==> config.mk <==
export PLATFORM = sky130hd
export DESIGN_NAME = ldsb_bank
export DESIGN_NICKNAME = d
export VERILOG_FILES = /design/src/ldsb_pkg.sv /design/src/ldsb_bank.sv
export VERILOG_INCLUDE_DIRS = /design/src
export SDC_FILE = /design/constraint.sdc
export NUM_CORES = 1
export LEC_CHECK = 0
export CORE_MARGIN = 3
export CORE_UTILIZATION = 26
export DETAILED_ROUTE_END_ITERATION = 10
export DONT_BUFFER_PORTS = 1
export GPL_ROUTABILITY_DRIVEN = 0
export SETUP_SLACK_MARGIN = 0.2
export SKIP_CTS_REPAIR_TIMING = 1
export SYNTH_ARGS = -nofsm -noshare
export SYNTH_HDL_FRONTEND = slang
export SYNTH_SLANG_ARGS = --single-unit
==> constraint.sdc <==
create_clock -name clk -period 2.3 [get_ports clk]
set_input_delay 0.23 -clock clk [delete_from_list [all_inputs] [get_ports clk]]
set_output_delay 0.23 -clock clk [all_outputs]
set_load 0.1 [all_outputs]
==> src/ldsb_consts.svh <==
// Offsets, field positions and reset values for the status bank
// Overview of operation
// - Bit 7 set after init only if stored configuration checksum valid.
// - Init-complete bit 6 set once power-up configuration load finishes.
// - Link status bit 6 follows the remote receiver lock report.
// - Link-lost bit 4 sets on valid change; fault clear or PLL loss clears.
// - Link status bit 3 sets on self-test error in self-test mode; tally holds their number.
// - Link status bit 2 shows fast PLL lock, reset value 1.
// - CRC bit 1 sets on errors while backlink valid; fault clear clears.
// - Link status bit 0 high while backlink valid, reset value 1.
// - Pin level field bit n returns general-purpose pin n.
// - Pin level bit updates only while its pin is an input, else holds.
// - Eight-bit self-test CRC error tally readable at index 0x54.
// - Sixteen-bit backlink CRC count, low byte 0x55, high byte 0x56.
// - Alarm bits 5, 4 flag temperature over, under limit; clear on read.
// - Alarm bits 3, 2 flag monitor B over, under limit; clear on read.
// - Alarm bits 1, 0 flag monitor A over, under limit; clear on read.
// - Monitor A bits 6:4 hold peak while over limit; read clears to zero.
// - Monitor A bits 2:0 keep trough while under; reset and read give 7.
// - Monitor B bits 6:4 hold peak while over limit; read clears to zero.
// - Monitor B bits 2:0 keep trough while under; reset and read give 7.
// - Writing 1 to control bit 3 clears CRC fault state; bit self-clears.
// - Writing 1 to control bit 5 clears self-test tally; bit self-clears.
`ifndef LDSB_CONSTS_SVH
`define LDSB_CONSTS_SVH

// ----------------------------------------------------------------------
// Register indices (byte address is four times the index)
// ----------------------------------------------------------------------
`define LDSB_IDX_BC_CTRL 8'h49
`define LDSB_IDX_INIT 8'h51
`define LDSB_IDX_LINK 8'h52
`define LDSB_IDX_PINS 8'h53
`define LDSB_IDX_BIST 8'h54
`define LDSB_IDX_CRC_LO 8'h55
`define LDSB_IDX_CRC_HI 8'h56
`define LDSB_IDX_ALARM 8'h57
`define LDSB_IDX_VOLT_A 8'h58
`define LDSB_IDX_VOLT_B 8'h59

// ----------------------------------------------------------------------
// Field positions
// ----------------------------------------------------------------------
`define LDSB_BIT_CKSUM 7
`define LDSB_BIT_INIT 6
`define LDSB_BIT_RX_LOCK 6
`define LDSB_BIT_LOST 4
`define LDSB_BIT_BIST 3
`define LDSB_BIT_PLL 2
`define LDSB_BIT_CRC 1
`define LDSB_BIT_VALID 0
`define LDSB_BIT_TALLY_CLR 5
`define LDSB_BIT_RSVD_RW 4
`define LDSB_BIT_CRC_CLR 3
`define LDSB_BIT_T_HI 5
`define LDSB_BIT_T_LO 4
`define LDSB_PEAK_LSB 4
`define LDSB_TROUGH_LSB 0

// ----------------------------------------------------------------------
// Reset values
// ----------------------------------------------------------------------
`define LDSB_RST_PEAK 3'h0
`define LDSB_RST_TROUGH 3'h7
`define LDSB_RST_PLL 1'h1
`define LDSB_RST_VALID 1'h1

`endif

==> src/ldsb_pkg.sv <==
// Types shared by the link diagnostic status bank
package ldsb_pkg;

  // One voltage monitor: present reading and limit comparisons
  typedef struct packed {
    logic [2:0] reading;
    logic over;
    logic under;
  } ldsb_mon_type;

  // Link-side status inputs
  typedef struct packed {
    logic remote_lock;
    logic backlink_valid;
    logic fast_pll_locked;
    logic crc_error;
    logic selftest_mode;
    logic selftest_error;
  } ldsb_link_type;

  // Power-up initialisation report
  typedef struct packed {
    logic init_done;
    logic config_checksum_ok;
  } ldsb_init_type;

endpackage

==> src/ldsb_bank.sv <==
// Link diagnostic status bank with APB register port
`timescale 1ns/10ps
`include "ldsb_consts.svh"

module ldsb_bank #(
  parameter int PINS = 4,
  parameter int MONS = 2
) (
  input wire logic clk,
  input wire logic rstn,
  input wire logic psel,
  input wire logic penable,
  input wire logic pwrite,
  input wire logic [31:0] paddr,
  input wire logic [31:0] pwdata,
  output logic [31:0] prdata,
  output logic pready,
  output logic pslverr,
  input wire ldsb_pkg::ldsb_init_type init_in,
  input wire ldsb_pkg::ldsb_link_type link_in,
  input wire logic [PINS-1:0] pin_levels,
  input wire logic [PINS-1:0] pin_is_input,
  input wire logic temp_over_limit,
  input wire logic temp_under_limit,
  input wire ldsb_pkg::ldsb_mon_type [MONS-1:0] mon_in,
  output logic [2:0] link_detect_timer
);
  import ldsb_pkg::*;

  // ----------------------------------------------------------------------
  // Address decode
  // ----------------------------------------------------------------------
  // Word index of an access; low two address bits are ignored
  function automatic logic [7:0] word_index(input logic [31:0] a);
    word_index = a[9:2];
  endfunction

  // True when an index names a register of this bank
  function automatic logic is_mapped(input logic [7:0] i);
    is_mapped = (i == `LDSB_IDX_BC_CTRL) ||
                ((i >= `LDSB_IDX_INIT) && (i <= `LDSB_IDX_VOLT_B));
  endfunction

  logic [7:0] idx;
  logic rd_take;
  logic wr_done;
  logic done;
  logic rd_clr_alarm;
  logic rd_clr_mon [MONS];
  logic rd_crc_lo;

  assign idx = word_index(paddr);
  // Data is captured one cycle before completion; read side effects go here
  assign rd_take = psel & penable & ~pready & ~pwrite;
  assign done = psel & penable & pready;
  assign wr_done = done & pwrite & (idx == `LDSB_IDX_BC_CTRL);
  assign rd_clr_alarm = rd_take & (idx == `LDSB_IDX_ALARM);
  assign rd_clr_mon[0] = rd_take & (idx == `LDSB_IDX_VOLT_A);
  assign rd_clr_mon[1] = rd_take & (idx == `LDSB_IDX_VOLT_B);
  assign rd_crc_lo = rd_take & (idx == `LDSB_IDX_CRC_LO);

  // ----------------------------------------------------------------------
  // Back-channel control: self-clearing clear strobes and timer field
  // ----------------------------------------------------------------------
  logic crc_clr_r;
  logic tally_clr_r;
  logic rsvd_rw_r;
  logic [2:0] timer_r;

  // Strobes last one cycle, so the bit reads back 0 right after the write
  always_ff @(posedge clk or negedge rstn) begin
    if (!rstn) begin
      crc_clr_r <= 1'b0;
      tally_clr_r <= 1'b0;
      rsvd_rw_r <= 1'b0;
      timer_r <= 3'h0;
    end else begin
      crc_clr_r <= wr_done & pwdata[`LDSB_BIT_CRC_CLR];
      tally_clr_r <= wr_done & pwdata[`LDSB_BIT_TALLY_CLR];
      if (wr_done) begin
        rsvd_rw_r <= pwdata[`LDSB_BIT_RSVD_RW];
        timer_r <= pwdata[2:0];
      end
    end
  end

  // Timer value is handed to the link detector outside this bank
  always_ff @(posedge clk or negedge rstn) begin
    if (!rstn) begin
      link_detect_timer <= 3'h0;
    end else begin
      link_detect_timer <= timer_r;
    end
  end

  // ----------------------------------------------------------------------
  // Initialisation status
  // ----------------------------------------------------------------------
  logic init_done_r;
  logic cksum_ok_r;

  // Sticky: once init has finished the result stays until reset
  always_ff @(posedge clk or negedge rstn) begin
    if (!rstn) begin
      init_done_r <= 1'b0;
      cksum_ok_r <= 1'b0;
    end else if (init_in.init_done && !init_done_r) begin
      init_done_r <= 1'b1;
      cksum_ok_r <= init_in.config_checksum_ok;
    end
  end

  // ----------------------------------------------------------------------
  // Link health
  // ----------------------------------------------------------------------
  logic rx_lock_r;
  logic valid_r;
  logic pll_r;
  logic lost_r;
  logic crc_flag_r;
  logic bist_flag_r;
  logic crc_event;
  logic bist_event;

  assign crc_event = link_in.crc_error & link_in.backlink_valid;
  assign bist_event = link_in.selftest_error & link_in.selftest_mode;

  // Live levels, registered once; valid_r also serves as change detector
  always_ff @(posedge clk or negedge rstn) begin
    if (!rstn) begin
      rx_lock_r <= 1'b0;
      valid_r <= `LDSB_RST_VALID;
      pll_r <= `LDSB_RST_PLL;
    end else begin
      rx_lock_r <= link_in.remote_lock;
      valid_r <= link_in.backlink_valid;
      pll_r <= link_in.fast_pll_locked;
    end
  end

  // Lost flag: a fresh change outranks a clear in the same cycle
  always_ff @(posedge clk or negedge rstn) begin
    if (!rstn) begin
      lost_r <= 1'b0;
    end else if (link_in.backlink_valid != valid_r) begin
      lost_r <= 1'b1;
    end else if (crc_clr_r || (pll_r && !link_in.fast_pll_locked)) begin
      lost_r <= 1'b0;
    end
  end

  // CRC fault flag, set wins over clear
  always_ff @(posedge clk or negedge rstn) begin
    if (!rstn) begin
      crc_flag_r <= 1'b0;
    end else if (crc_event) begin
      crc_flag_r <= 1'b1;
    end else if (crc_clr_r) begin
      crc_flag_r <= 1'b0;
    end
  end

  // Self-test error flag follows the tally and clears with it
  always_ff @(posedge clk or negedge rstn) begin
    if (!rstn) begin
      bist_flag_r <= 1'b0;
    end else if (bist_event) begin
      bist_flag_r <= 1'b1;
    end else if (tally_clr_r) begin
      bist_flag_r <= 1'b0;
    end
  end

  // ----------------------------------------------------------------------
  // Error counters
  // ----------------------------------------------------------------------
  logic [7:0] tally_r;
  logic [15:0] crc_cnt_r;
  logic [7:0] crc_hi_shadow_r;

  // Self-test tally saturates so a long run never reads as few errors
  always_ff @(posedge clk or negedge rstn) begin
    if (!rstn) begin
      tally_r <= 8'h00;
    end else if (bist_event) begin
      if (tally_clr_r) begin
        tally_r <= 8'h01;
      end else if (tally_r != 8'hFF) begin
        tally_r <= tally_r + 8'h01;
      end
    end else if (tally_clr_r) begin
      tally_r <= 8'h00;
    end
  end

  // Backlink CRC count, saturating, cleared with the CRC fault state
  always_ff @(posedge clk or negedge rstn) begin
    if (!rstn) begin
      crc_cnt_r <= 16'h0000;
    end else if (crc_event) begin
      if (crc_clr_r) begin
        crc_cnt_r <= 16'h0001;
      end else if (crc_cnt_r != 16'hFFFF) begin
        crc_cnt_r <= crc_cnt_r + 16'h0001;
      end
    end else if (crc_clr_r) begin
      crc_cnt_r <= 16'h0000;
    end
  end

  // Reading the low byte freezes the high byte for the next read
  always_ff @(posedge clk or negedge rstn) begin
    if (!rstn) begin
      crc_hi_shadow_r <= 8'h00;
    end else if (rd_crc_lo) begin
      crc_hi_shadow_r <= crc_cnt_r[15:8];
    end
  end

  // ----------------------------------------------------------------------
  // General-purpose pin levels
  // ----------------------------------------------------------------------
  logic [PINS-1:0] pins_r;

  // Output pins keep their last sampled input level
  generate
    for (genvar p = 0; p < PINS; p++) begin : g_pin
      always_ff @(posedge clk or negedge rstn) begin
        if (!rstn) begin
          pins_r[p] <= 1'b0;
        end else if (pin_is_input[p]) begin
          pins_r[p] <= pin_levels[p];
        end
      end
    end
  endgenerate

  // ----------------------------------------------------------------------
  // Temperature alarm flags
  // ----------------------------------------------------------------------
  logic t_hi_r;
  logic t_lo_r;

  // A level still present at the read re-sets the flag at once
  always_ff @(posedge clk or negedge rstn) begin
    if (!rstn) begin
      t_hi_r <= 1'b0;
      t_lo_r <= 1'b0;
    end else begin
      t_hi_r <= temp_over_limit | (t_hi_r & ~rd_clr_alarm);
      t_lo_r <= temp_under_limit | (t_lo_r & ~rd_clr_alarm);
    end
  end

  // ----------------------------------------------------------------------
  // Voltage monitors: alarm flags and extremes (0 is A, 1 is B)
  // ----------------------------------------------------------------------
  logic [MONS-1:0] over_r;
  logic [MONS-1:0] under_r;
  logic [2:0] peak_r [MONS];
  logic [2:0] trough_r [MONS];

  generate
    for (genvar m = 0; m < MONS; m++) begin : g_mon
      logic [2:0] peak_base;
      logic [2:0] trough_base;
      // Read clears first, a reading in the same cycle still lands
      assign peak_base = rd_clr_mon[m] ? `LDSB_RST_PEAK : peak_r[m];
      assign trough_base = rd_clr_mon[m] ? `LDSB_RST_TROUGH : trough_r[m];

      // Sticky alarm flags, cleared by reading the alarm register
      always_ff @(posedge clk or negedge rstn) begin
        if (!rstn) begin
          over_r[m] <= 1'b0;
          under_r[m] <= 1'b0;
        end else begin
          over_r[m] <= mon_in[m].over
                       | (over_r[m] & ~rd_clr_alarm);
          under_r[m] <= mon_in[m].under
                        | (under_r[m] & ~rd_clr_alarm);
        end
      end

      // Highest reading seen while over the high limit
      always_ff @(posedge clk or negedge rstn) begin
        if (!rstn) begin
          peak_r[m] <= `LDSB_RST_PEAK;
        end else if (mon_in[m].over && (mon_in[m].reading > peak_base)) begin
          peak_r[m] <= mon_in[m].reading;
        end else begin
          peak_r[m] <= peak_base;
        end
      end

      // Lowest reading seen while under the low limit
      always_ff @(posedge clk or negedge rstn) begin
        if (!rstn) begin
          trough_r[m] <= `LDSB_RST_TROUGH;
        end else if (mon_in[m].under &&
                     (mon_in[m].reading < trough_base)) begin
          trough_r[m] <= mon_in[m].reading;
        end else begin
          trough_r[m] <= trough_base;
        end
      end
    end
  endgenerate

  // ----------------------------------------------------------------------
  // Read multiplexer
  // ----------------------------------------------------------------------
  logic [7:0] rd_byte;

  // Unused bits read as zero; reserved control bit 4 reads back its last write
  always_comb begin
    rd_byte = 8'h00;
    case (idx)
      `LDSB_IDX_BC_CTRL: begin
        rd_byte[`LDSB_BIT_TALLY_CLR] = tally_clr_r;
        rd_byte[`LDSB_BIT_RSVD_RW] = rsvd_rw_r;
        rd_byte[`LDSB_BIT_CRC_CLR] = crc_clr_r;
        rd_byte[2:0] = timer_r;
      end
      `LDSB_IDX_INIT: begin
        rd_byte[`LDSB_BIT_CKSUM] = cksum_ok_r;
        rd_byte[`LDSB_BIT_INIT] = init_done_r;
      end
      `LDSB_IDX_LINK: begin
        rd_byte[`LDSB_BIT_RX_LOCK] = rx_lock_r;
        rd_byte[`LDSB_BIT_LOST] = lost_r;
        rd_byte[`LDSB_BIT_BIST] = bist_flag_r;
        rd_byte[`LDSB_BIT_PLL] = pll_r;
        rd_byte[`LDSB_BIT_CRC] = crc_flag_r;
        rd_byte[`LDSB_BIT_VALID] = valid_r;
      end
      `LDSB_IDX_PINS: rd_byte[PINS-1:0] = pins_r;
      `LDSB_IDX_BIST: rd_byte = tally_r;
      `LDSB_IDX_CRC_LO: rd_byte = crc_cnt_r[7:0];
      `LDSB_IDX_CRC_HI: rd_byte = crc_hi_shadow_r;
      `LDSB_IDX_ALARM: begin
        rd_byte[`LDSB_BIT_T_HI] = t_hi_r;
        rd_byte[`LDSB_BIT_T_LO] = t_lo_r;
        rd_byte[3] = over_r[1];
        rd_byte[2] = under_r[1];
        rd_byte[1] = over_r[0];
        rd_byte[0] = under_r[0];
      end
      `LDSB_IDX_VOLT_A: begin
        rd_byte[6:4] = peak_r[0];
        rd_byte[2:0] = trough_r[0];
      end
      `LDSB_IDX_VOLT_B: begin
        rd_byte[6:4] = peak_r[1];
        rd_byte[2:0] = trough_r[1];
      end
      default: rd_byte = 8'h00;
    endcase
  end

  // ----------------------------------------------------------------------
  // APB response: one wait state, then pready with data or error
  // ----------------------------------------------------------------------
  always_ff @(posedge clk or negedge rstn) begin
    if (!rstn) begin
      pready <= 1'b0;
      pslverr <= 1'b0;
      prdata <= 32'h0000_0000;
    end else if (psel && penable && !pready) begin
      pready <= 1'b1;
      pslverr <= ~is_mapped(idx);
      prdata <= pwrite ? 32'h0000_0000 : {24'h00_0000, rd_byte};
    end else begin
      pready <= 1'b0;
      pslverr <= 1'b0;
      prdata <= 32'h0000_0000;
    end
  end

endmodule // ldsb_bank

### Word level (Yosys, flattened, before mapping)

Index checks and enable logic that the tools add are counted.

* output and inout bits: 37
* register bits: 105
* bits of input ports: 97
* word-level logic and storage cells: 137

* $lt $le $gt $ge: 6
* add/subtract/negate cells: 2
* muxes and demuxes: 32
* equal/unequal tests: 13
* bitwise gates (word level): 30
* reductions and logical operators: 21

Operators by type and width (number)
* $eq 8x7->1 const B: 10
* $mux 16: 4
* $mux 8: 5
* $mux 32: 1
* $pmux 3 s9: 1
* $mux 3: 8
* $pmux 1 s7: 3
* $and 1x1->1: 20
* $add 16x1->16 const B: 1
* $ne 16x16->1 const B: 1
* $reduce_bool 2->1: 5
* $logic_and 1x1->1: 9
* $add 8x1->8 const B: 1
* $ge 8x7->1 const B: 1
* $le 8x7->1 const B: 1
* $mux 1: 8
* $ne 8x8->1 const B: 1
* $pmux 1 s8: 1
* $gt 3x3->1: 2
* $lt 3x3->1: 2
* $or 1x1->1: 6
* $not 1->1: 4
* $pmux 1 s4: 1
* $reduce_and 2->1: 2
* other kinds (3): 6

### Depth between registers and ports, before layout

Gate-level depths: netlist of the first run.

* depth in word-level cells: 8
* depth in mapped cells: 10
* gate-level depth less buffers: 8

### Worst setup path after synthesis of the first run

Ideal clock, no wire load.

* path type: register to register
* start: register pready
* end: register peak_r[3] (netlist name)
* data required time: 2.175 ns
* setup slack: -0.476 ns
* library setup time: 0.125 ns
* cell stages (with the launch flop): 9
* data arrival time: 2.652 ns
* path through: dfrtp_1 > and4bb_2 > nand4_1 > and2_1 > ha_1 > nand3_1 > nand2_1 > a21oi_1 > mux2_2

* cells in the longest elaborated chain, start to end: 8

Ends and longest elaborated chain
* start: declaration: RTL line ldsb_bank.sv:17 `output logic pready,`
* start signal: assignment: RTL line ldsb_bank.sv:365 `pready <= 1'b0;`
* start signal: assignment: RTL line ldsb_bank.sv:369 `pready <= 1'b1;`
* start signal: assignment: RTL line ldsb_bank.sv:373 `pready <= 1'b0;`
* $not 1->1 *: RTL line ldsb_bank.sv:54 `assign rd_take = psel & penable & ~pready & ~pwrite;`
* $and 1x1->1 * (2 in series): RTL line ldsb_bank.sv:54
* $and 1x1->1 *: RTL line ldsb_bank.sv:58 `` assign rd_clr_mon[0] = rd_take & (idx == `LDSB_IDX_VOLT_A); ``
* $mux 3 *: RTL line ldsb_bank.sv:268 `` assign peak_base = rd_clr_mon[m] ? `LDSB_RST_PEAK : peak_r[m]; ``
* $gt 3x3->1: RTL line ldsb_bank.sv:288 `end else if (mon_in[m].over && (mon_in[m].reading > peak_base)) begin`
* $logic_and 1x1->1: RTL line ldsb_bank.sv:288
* $mux 3 *: RTL line ldsb_bank.sv:288
* end signal: indexed assignment: RTL line ldsb_bank.sv:287 `` peak_r[m] <= `LDSB_RST_PEAK; ``
* end signal: indexed assignment: RTL line ldsb_bank.sv:289 `peak_r[m] <= mon_in[m].reading;`
* end signal: indexed assignment: RTL line ldsb_bank.sv:291 `peak_r[m] <= peak_base;`
* end: declaration: RTL line ldsb_bank.sv:260 `logic [2:0] peak_r [MONS];`

Every way passes the cells marked *; elsewhere a longest branch is shown, timed or not.
A chain may end at the register's enable or synchronous reset.

### Final worst setup path of the first run

* start: register pready
* end: register trough_r[5] (netlist name)

* cells in the longest elaborated chain, start to end: 8

Ends and longest elaborated chain
* $not 1->1 *: RTL line ldsb_bank.sv:54
* $and 1x1->1 * (2 in series): RTL line ldsb_bank.sv:54
* $and 1x1->1 *: RTL line ldsb_bank.sv:58
* $mux 3 *: RTL line ldsb_bank.sv:269 `` assign trough_base = rd_clr_mon[m] ? `LDSB_RST_TROUGH : trough_r[m]; ``
* $lt 3x3->1: RTL line ldsb_bank.sv:300 `(mon_in[m].reading < trough_base)) begin`
* $logic_and 1x1->1: RTL line ldsb_bank.sv:299 `end else if (mon_in[m].under &&`
* $mux 3 *: RTL line ldsb_bank.sv:299
* end signal: indexed assignment: RTL line ldsb_bank.sv:298 `` trough_r[m] <= `LDSB_RST_TROUGH; ``
* end signal: indexed assignment: RTL line ldsb_bank.sv:301 `trough_r[m] <= mon_in[m].reading;`
* end signal: indexed assignment: RTL line ldsb_bank.sv:303 `trough_r[m] <= trough_base;`
* end: declaration: RTL line ldsb_bank.sv:261 `logic [2:0] trough_r [MONS];`

Marked as above.

==> results of run 1 <==
-- cells by family (layout without fill, tap and decap cells) --
| family | after synthesis | in the layout | share of synthesized area |
|---|---|---|---|
| compound gates | 106 | 106 | 0.164 |
| xor+xnor | 5 | 5 | 0.00934 |
| fa+ha+maj | 12 | 12 | 0.0320 |
| buf+inv | 59 | 62 | 0.0723 |
| flops | 81 | 81 | 0.434 |
| mux | 47 | 47 | 0.109 |
| other cells | 1 | 24 | 0.000800 |
| simple gates | 145 | 145 | 0.178 |
-- synth_stat cells (all sizes together), types with 3 or more instances --
| library cell | n |
|---|---|
| ha | 12 |
| a31oi | 9 |
| a21o | 10 |
| o21ai | 13 |
| o211ai | 4 |
| nand2 | 31 |
| mux2i | 13 |
| or2 | 4 |
| a221oi | 3 |
| nor3 | 3 |
| a22oi | 4 |
| xor2 | 3 |
| and2 | 9 |
| clkbuf | 9 |
| a211oi | 6 |
| inv | 16 |
| a2111oi | 5 |
| nand4 | 9 |
| and4bb | 3 |
| o32a | 7 |
| a222oi | 3 |
| nor2 | 28 |
| a21oi | 20 |
| nand3 | 16 |
| and3 | 4 |
| mux2 | 34 |
| or3 | 4 |
| nor2b | 19 |
| and4 | 5 |
| buf | 34 |
| dfrtp | 73 |
| dfstp | 8 |
-- layout make-up --
type	count	area share
multi-input combinational	339	0.464
clock buffer	14	0.0502
tap	225	0.0516
clock inverter	2	0.00229
timing repair buffer	30	0.0459
inverter	16	0.0110
sequential	81	0.375
-- sequential cells by signal, summed over array words and instances, names as in the netlist, 2 cells and up --
signal and cells:
crc_hi_shadow_r 8, over_r 2, under_r 2, peak_r 6, tally_r 8, link_detect_timer 3
crc_cnt_r 16, timer_r 3, trough_r 6, prdata 8, pins_r 4
-- power groups by stage --
stage               clock (µW)  combinational, µW  sequential (µW)
floorplan                    0                890             1840
global placement             0                985             1920
detailed placement           0               1040             1940
CTS                       1400               1050             1920
global route              1470               1310             1970
finish                    1360               1190             1940
-- worst paths after layout --
check	to	depth (start not counted)	startpoint	slack, ns
max	trough_r[5]	9	pready	-0.02
min	prdata[5]	0	rstn	-0.42
max reg2reg	trough_r[5]	9	pready	-0.02
min reg2reg	link_detect_timer[1]	0	timer_r[1]	0.43
max in group asynchronous	valid_r	0	rstn	2.51
min in group clk	tally_clr_r	1	pwdata[5]	0.02
-- layer usage --
layer | vias to the layer above | track usage
met2 | 125 | 0.208
met1 | 1809 | 0.169
li1 | 1684 | -
met5 | - | 0
met4 | 0 | 0.0326
met3 | 17 | 0.0393
-- per-stage QoR --
step | cells | hold WS (ns) | setup TNS (ns)
2_1_floorplan | 479 | -0.0656 | -0.113
3_3_place_gp | 676 | -0.0597 | -0.00400
3_5_place_dp | 676 | -0.0594 | -0.370
4_1_cts | 692 | -0.430 | -0.528
5_1_grt | 707 | -0.447 | -0.491
6_report | 707 | -0.419 | -0.0330
-- worst register-to-register path, stage by stage, from the launching register on --
cell and delay [ns]:
dfrtp_4 0.47, and4bb_4 0.37, nand4_1 0.24, buf_4 0.23, nor2b_4 0.12, ha_4 0.24
nand2_4 0.07, a21oi_4 0.04, o21a_1 0.13, o32a_1 0.34
==> metrics.md, run 1 <==
| Metric | Value |
|---|---|
| Routed len/inst | `17.9 µm` |
| PortBufs | `0` |
| Yosys top cell area share | `0.390` |
| Worst endpoint data arrival time | `around 2.6 ns` |
| HPWL after DPL | `a little under 10000 µm` |
| Gr usage total | `0.129` |
| Sw frac | `0.327` |
| WL met3 | `753 µm` |
| Hold WS | `-0.419 ns` |
| Layout area overhead | `16.3%` |
| Final Instance Area | `5460 µm²` |
| GRT overflow | `0` |
| Cell variety after synth | `70` |
| Vias in the first global route | `3509` |
| Die Height | `140 µm` |
| RSZ-0062 raised after global routing | `true` |
| M1 wire length | `5620 µm` |
| Primary flip-flop cell chosen by synthesis mapping | `dfrtp_1` |
| Post-synth EDFFs | `0` |
| Drt total wl | `12700 µm` |
| Share of cells above drive strength 1 | `0.249` |
| First-pass GRT wire length | `slightly below 20000 µm` |
| Most common cell after layout, fill and taps aside | `dfrtp_1` |
| Max_cap viols | `0` |
| Max Root-Sink Buffers | `2` |
| Seq pwr share | `0.432` |
| Crit path time final | `2.32 ns` |
| Status | `complete, but fails checks` |
| Async set or reset register ratio after synthesis | `1.00` |
| Switching power | `approximately 1500 µW` |
| WP data required | `around 2.6 ns` |
| Tcrit/Tclk final | `1.01` |
| Crit Path Max Fanout | `5` |
| CP delay by family, top | `simple AND/OR/NAND/NOR gates` |
| Layout Nets | `586` |
| Clock Sinks | `81` |
| CP Cell Sequence | `and4bb_4 -> nand4_1 -> buf_4 -> nor2b_4 -> ha_4 -> nand2_4 -> a21oi_4 -> o21a_1 -> o32a_1` |
| Nature of the critical path startpoint | `flop` |
| Post-route antenna net violation count | `0` |
| Endpoint class of the critical path | `flop` |
| Yosys reg bits | `81` |
| Top achievable clock speed | `0.431 GHz` |
| Initial Util | `0.268` |
| Drt pass-1 iters | `7` |
| Setup CP Type | `flop to flop` |
| Power share of the clock group | `0.304` |
| Sequential fraction of the synthesis area | `0.434` |
| Rel. slew slack | `0.388` |
| Worst Max-Slew Pin Slew | `between 0.9 and 1 ns` |
| Final Setup Violations | `2` |
| CP bufs+invs | `1` |
| PwrDens | `around 800 nW/µm²` |
| I/O Pins | `134` |
| Core Box Area | `~17000 µm²` |
| Tot Pwr | `4490 µW` |
| Initial antenna violation count | `0` |
| Setup WS pre-CTS | `-0.107 ns` |
| Max stage delay on crit path | `0.47 ns` |
| Largest net degree at the start of global routing | `82` |
| Via count | `3635` |
| Synth area leaders | `dfrtp_1 39%, mux2_2 8.2%, dfstp_2 4.5%, buf_4 4.3%, ha_1 3.2%` |
| CTS tree | `done` |
| Final hold vios | `81` |
| Vias per cell | `5.14` |
| Min-delay worst type | `primary input to asynchronous set/reset pin` |
| Clock Latency Late Sink | `0.34 ns` |
| Pint | `3020 µW` |
| Mapped Area | `around 4700 µm²` |
| CTS Buf Count | `9` |
| Storage cell area | `slightly above 2000 µm²` |
| Footprint of the multi-input gates | `2530 µm²` |
| Synth Warn # | `0` |
| Mean Syn Cell Area | `10.3 µm²` |
| DR iter-0 viols | `222` |
| P_leak | `0.00224 µW` |
| Combinational Power Share | `0.265` |
| Most frequent cells in the layout | `70 x dfrtp_1, 33 x mux2_2, 28 x nand2_1` |
| # rows | `between 40 and 50` |
| Fin util | `0.312` |
| H-Tree Depth | `3` |
| Final WS setup | `-0.0228 ns` |
| Placed Area | `between 4000 and 5000 µm²` |
| Met2 wire len | `6080 µm` |
| CTS root buf | `clkbuf_16` |
| Max VDD drop | `0.000317 V` |
| Chip Width | `140 µm` |
| Synth area leader | `dfrtp_1` |
| Die area | `between 15000 and 20000 µm²` |
| Failing checks | `hold timing, setup timing` |
| Slew Limit Fails | `0` |
| FILL cells | `1761` |
| Synth Instances | `456` |
| Clock slew at reported path FFs | `around 0.060 ns` |
| Setup Skew | `0.00760 ns` |
| Worst path slowest cell | `dfrtp_4` |
| ANT cells | `0` |
| DRC viols | `0` |
| Top sig layer | `met4` |
(Power assumes the default switching activity.)
==> run 2: changes to the inputs <==
- PLACE_DENSITY_LB_ADDON: unset -> 0.15
==> run 2 against run 1 <==
  * The run still ends with hold timing, setup timing left
  * Combinational power about the same
  * Wire length grew 3.1%
  * Critical path depth shrank 1
  * Critical path type unchanged
  * Largest power group unchanged
  * Highest routed layer unchanged
==> metrics.md, run 2 (synthesis results as in run 1) <==
| Metric | Value |
|---|---|
| Status | `complete, but fails checks` |
| Failing checks | `hold timing, setup timing` |
| Drt pass-1 iters | `7` |
| Die area | `19700 µm²` |
| P_leak | `about 0.0022 µW` |
| Vias in the first global route | `3457` |
| Gr usage total | `0.133` |
| PortBufs | `0` |
| Clock Sinks | `81` |
| Crit Path Max Fanout | `6` |
| CTS Buf Count | `9` |
| Setup Skew | `0.00372 ns` |
| Placed insts | `677` |
| Post-route antenna net violation count | `0` |
| Endpoint class of the critical path | `flop` |
| DR iter-0 viols | `197` |
| Non-filler cells, final | `a little over 700` |
| Layout area overhead | `16.7%` |
| Share of cells above drive strength 1 | `0.245` |
| Via count | `3531` |
| Setup CP Type | `flop to flop` |
| Nature of the critical path startpoint | `flop` |
| Clock slew at reported path FFs | `0.06 ns` |
| Final Setup Violations | `1` |
| GRT overflow | `0` |
| Most frequent cells in the layout | `72 x dfrtp_1, 32 x mux2_2, 27 x nand2_1, 27 x nor2_1, 24 x conb_1` |
| Most used routing layer | `met2` |
| Worst Max-Slew Pin Slew | `~0.9 ns` |
| Tcrit/Tclk final | `1.00` |
| Rel. slew slack | `0.414` |
| Worst endpoint data arrival time | `around 2.5 ns` |
| I/O Pins | `134` |
| Top reg by flops | `crc_cnt_r` |
| Max_cap viols | `0` |
| Layout Nets | `586` |
| Largest net degree at the start of global routing | `82` |
| Top achievable clock speed | `around 0.43 GHz` |
| Max reg flops | `16` |
| Die Height | `between 100 and 150 µm` |
| GR Util met2 | `0.202` |
| Crit path time final | `2.31 ns` |
| Max VDD drop | `0.000396 V` |
| Initial antenna violation count | `0` |
| HPWL after DPL | `9820 µm` |
| Final Instance Area | `5470 µm²` |
| Drt total wl | `13100 µm` |
| Chip Width | `140 µm` |
| Final hold vios | `81` |
| Tot Pwr | `4530 µW` |
| DRC viols | `0` |
| Met3 GRT Util | `0.0311` |
| # rows | `48` |
| RSZ-0062 raised after global routing | `true` |
| Final WS setup | `-0.00870 ns` |
| Routed len/inst | `18.5 µm` |
| WP data required | `2.53 ns` |
| CTS tree | `done` |
| CTS root buf | `clkbuf_16` |
| Min-delay worst type | `primary input to asynchronous set/reset pin` |
| Core Box Area | `between 15000 and 20000 µm²` |
| Fin util | `0.313` |
| Placed Area | `between 4000 and 5000 µm²` |
| Clock Latency Late Sink | `roughly 0.34 ns` |
| ANT cells | `0` |
| Hold WS | `-0.422 ns` |
| Slew Limit Fails | `0` |
| Most common cell after layout, fill and taps aside | `dfrtp_1` |
| Vias per cell | `roughly 5.0` |
| PwrDens | `829 nW/µm²` |
| H-Tree Depth | `3` |
| GR met1 Demand/Resource | `0.184` |
| First-pass GRT wire length | `20200 µm` |
| Max Root-Sink Buffers | `2` |
| Initial Util | `0.268` |
==> run 2: cell count changes in the layout (fill, tap and decap cells not counted), sizes merged <==
cell / previous run / this run
clkbuf: 14 / 11
bufinv: 0 / 1
clkinvlp: 1 / 0
inv: 16 / 17
clkinv: 1 / 3
==> run 2: final cells by class <==
| class | count | area [µm²] |
|---|---|---|
| Clock buffer | 11 | 243 |
| Fill cell | 1795 | 12000 |
| Tap cell | 225 | 282 |
| Multi-Input combinational cell | 339 | 2540 |
| Inverter | 16 | 60.1 |
| Timing Repair Buffer | 30 | 250 |
| Clock inverter | 5 | 53.8 |
| Sequential cell | 81 | 2040 |
==> run 2: path summary, 6_finish.rpt <==
kind	slack, ns	from	cells past startpoint	endpoint
setup / recovery	-0.009	pready	8	peak_r[3]
hold / removal	-0.42	rstn	0	peak_r[5]
setup reg to reg	-0.009	pready	8	peak_r[3]
hold reg to reg	0.44	timer_r[1]	0	link_detect_timer[1]
max in group asynchronous	2.50	rstn	0	valid_r
min in group clk	0.01	pwdata[5]	1	tally_clr_r
==> run 2: metal layers <==
layer / vias to the layer above / part of all wire
met4: 0 / 0.016
met3: 14 / 0.046
met5: - / 0
met2: 90 / 0.47
li1: 1678 / -
met1: 1749 / 0.47
==> run 2: power breakdown <==
part	internal (µW)	switching, µW	leakage (µW)	total (µW)
Sequential	1670	248	0.00100	1910
Clock	869	594	0.000150	1460
Combinational	519	639	0.00109	1160
Total	3050	1480	0.00225	4530
==> run 2: worst max-delay path, stage by stage (launching register included) <==
cell and delay (ns):
dfrtp_4 0.47, and4bb_4 0.39, nand4_1 0.25, and2_4 0.27
ha_4 0.15, nor2b_1 0.11, o21ai_1 0.08, a21oi_2 0.17
mux2_4 0.31
==> run 2: per-stage QoR <==
stage | setup WS, ns | hold WS (ns) | setup TNS [ns]
after global placement | -0.0524 | -0.0637 | -0.0637
final | -0.00870 | -0.422 | -0.00870
after floorplan | -0.0990 | -0.0656 | -0.113
after global routing | -0.0853 | -0.443 | -0.479
after CTS | -0.0480 | -0.440 | -0.281
after detailed placement | -0.0565 | -0.0628 | -0.184
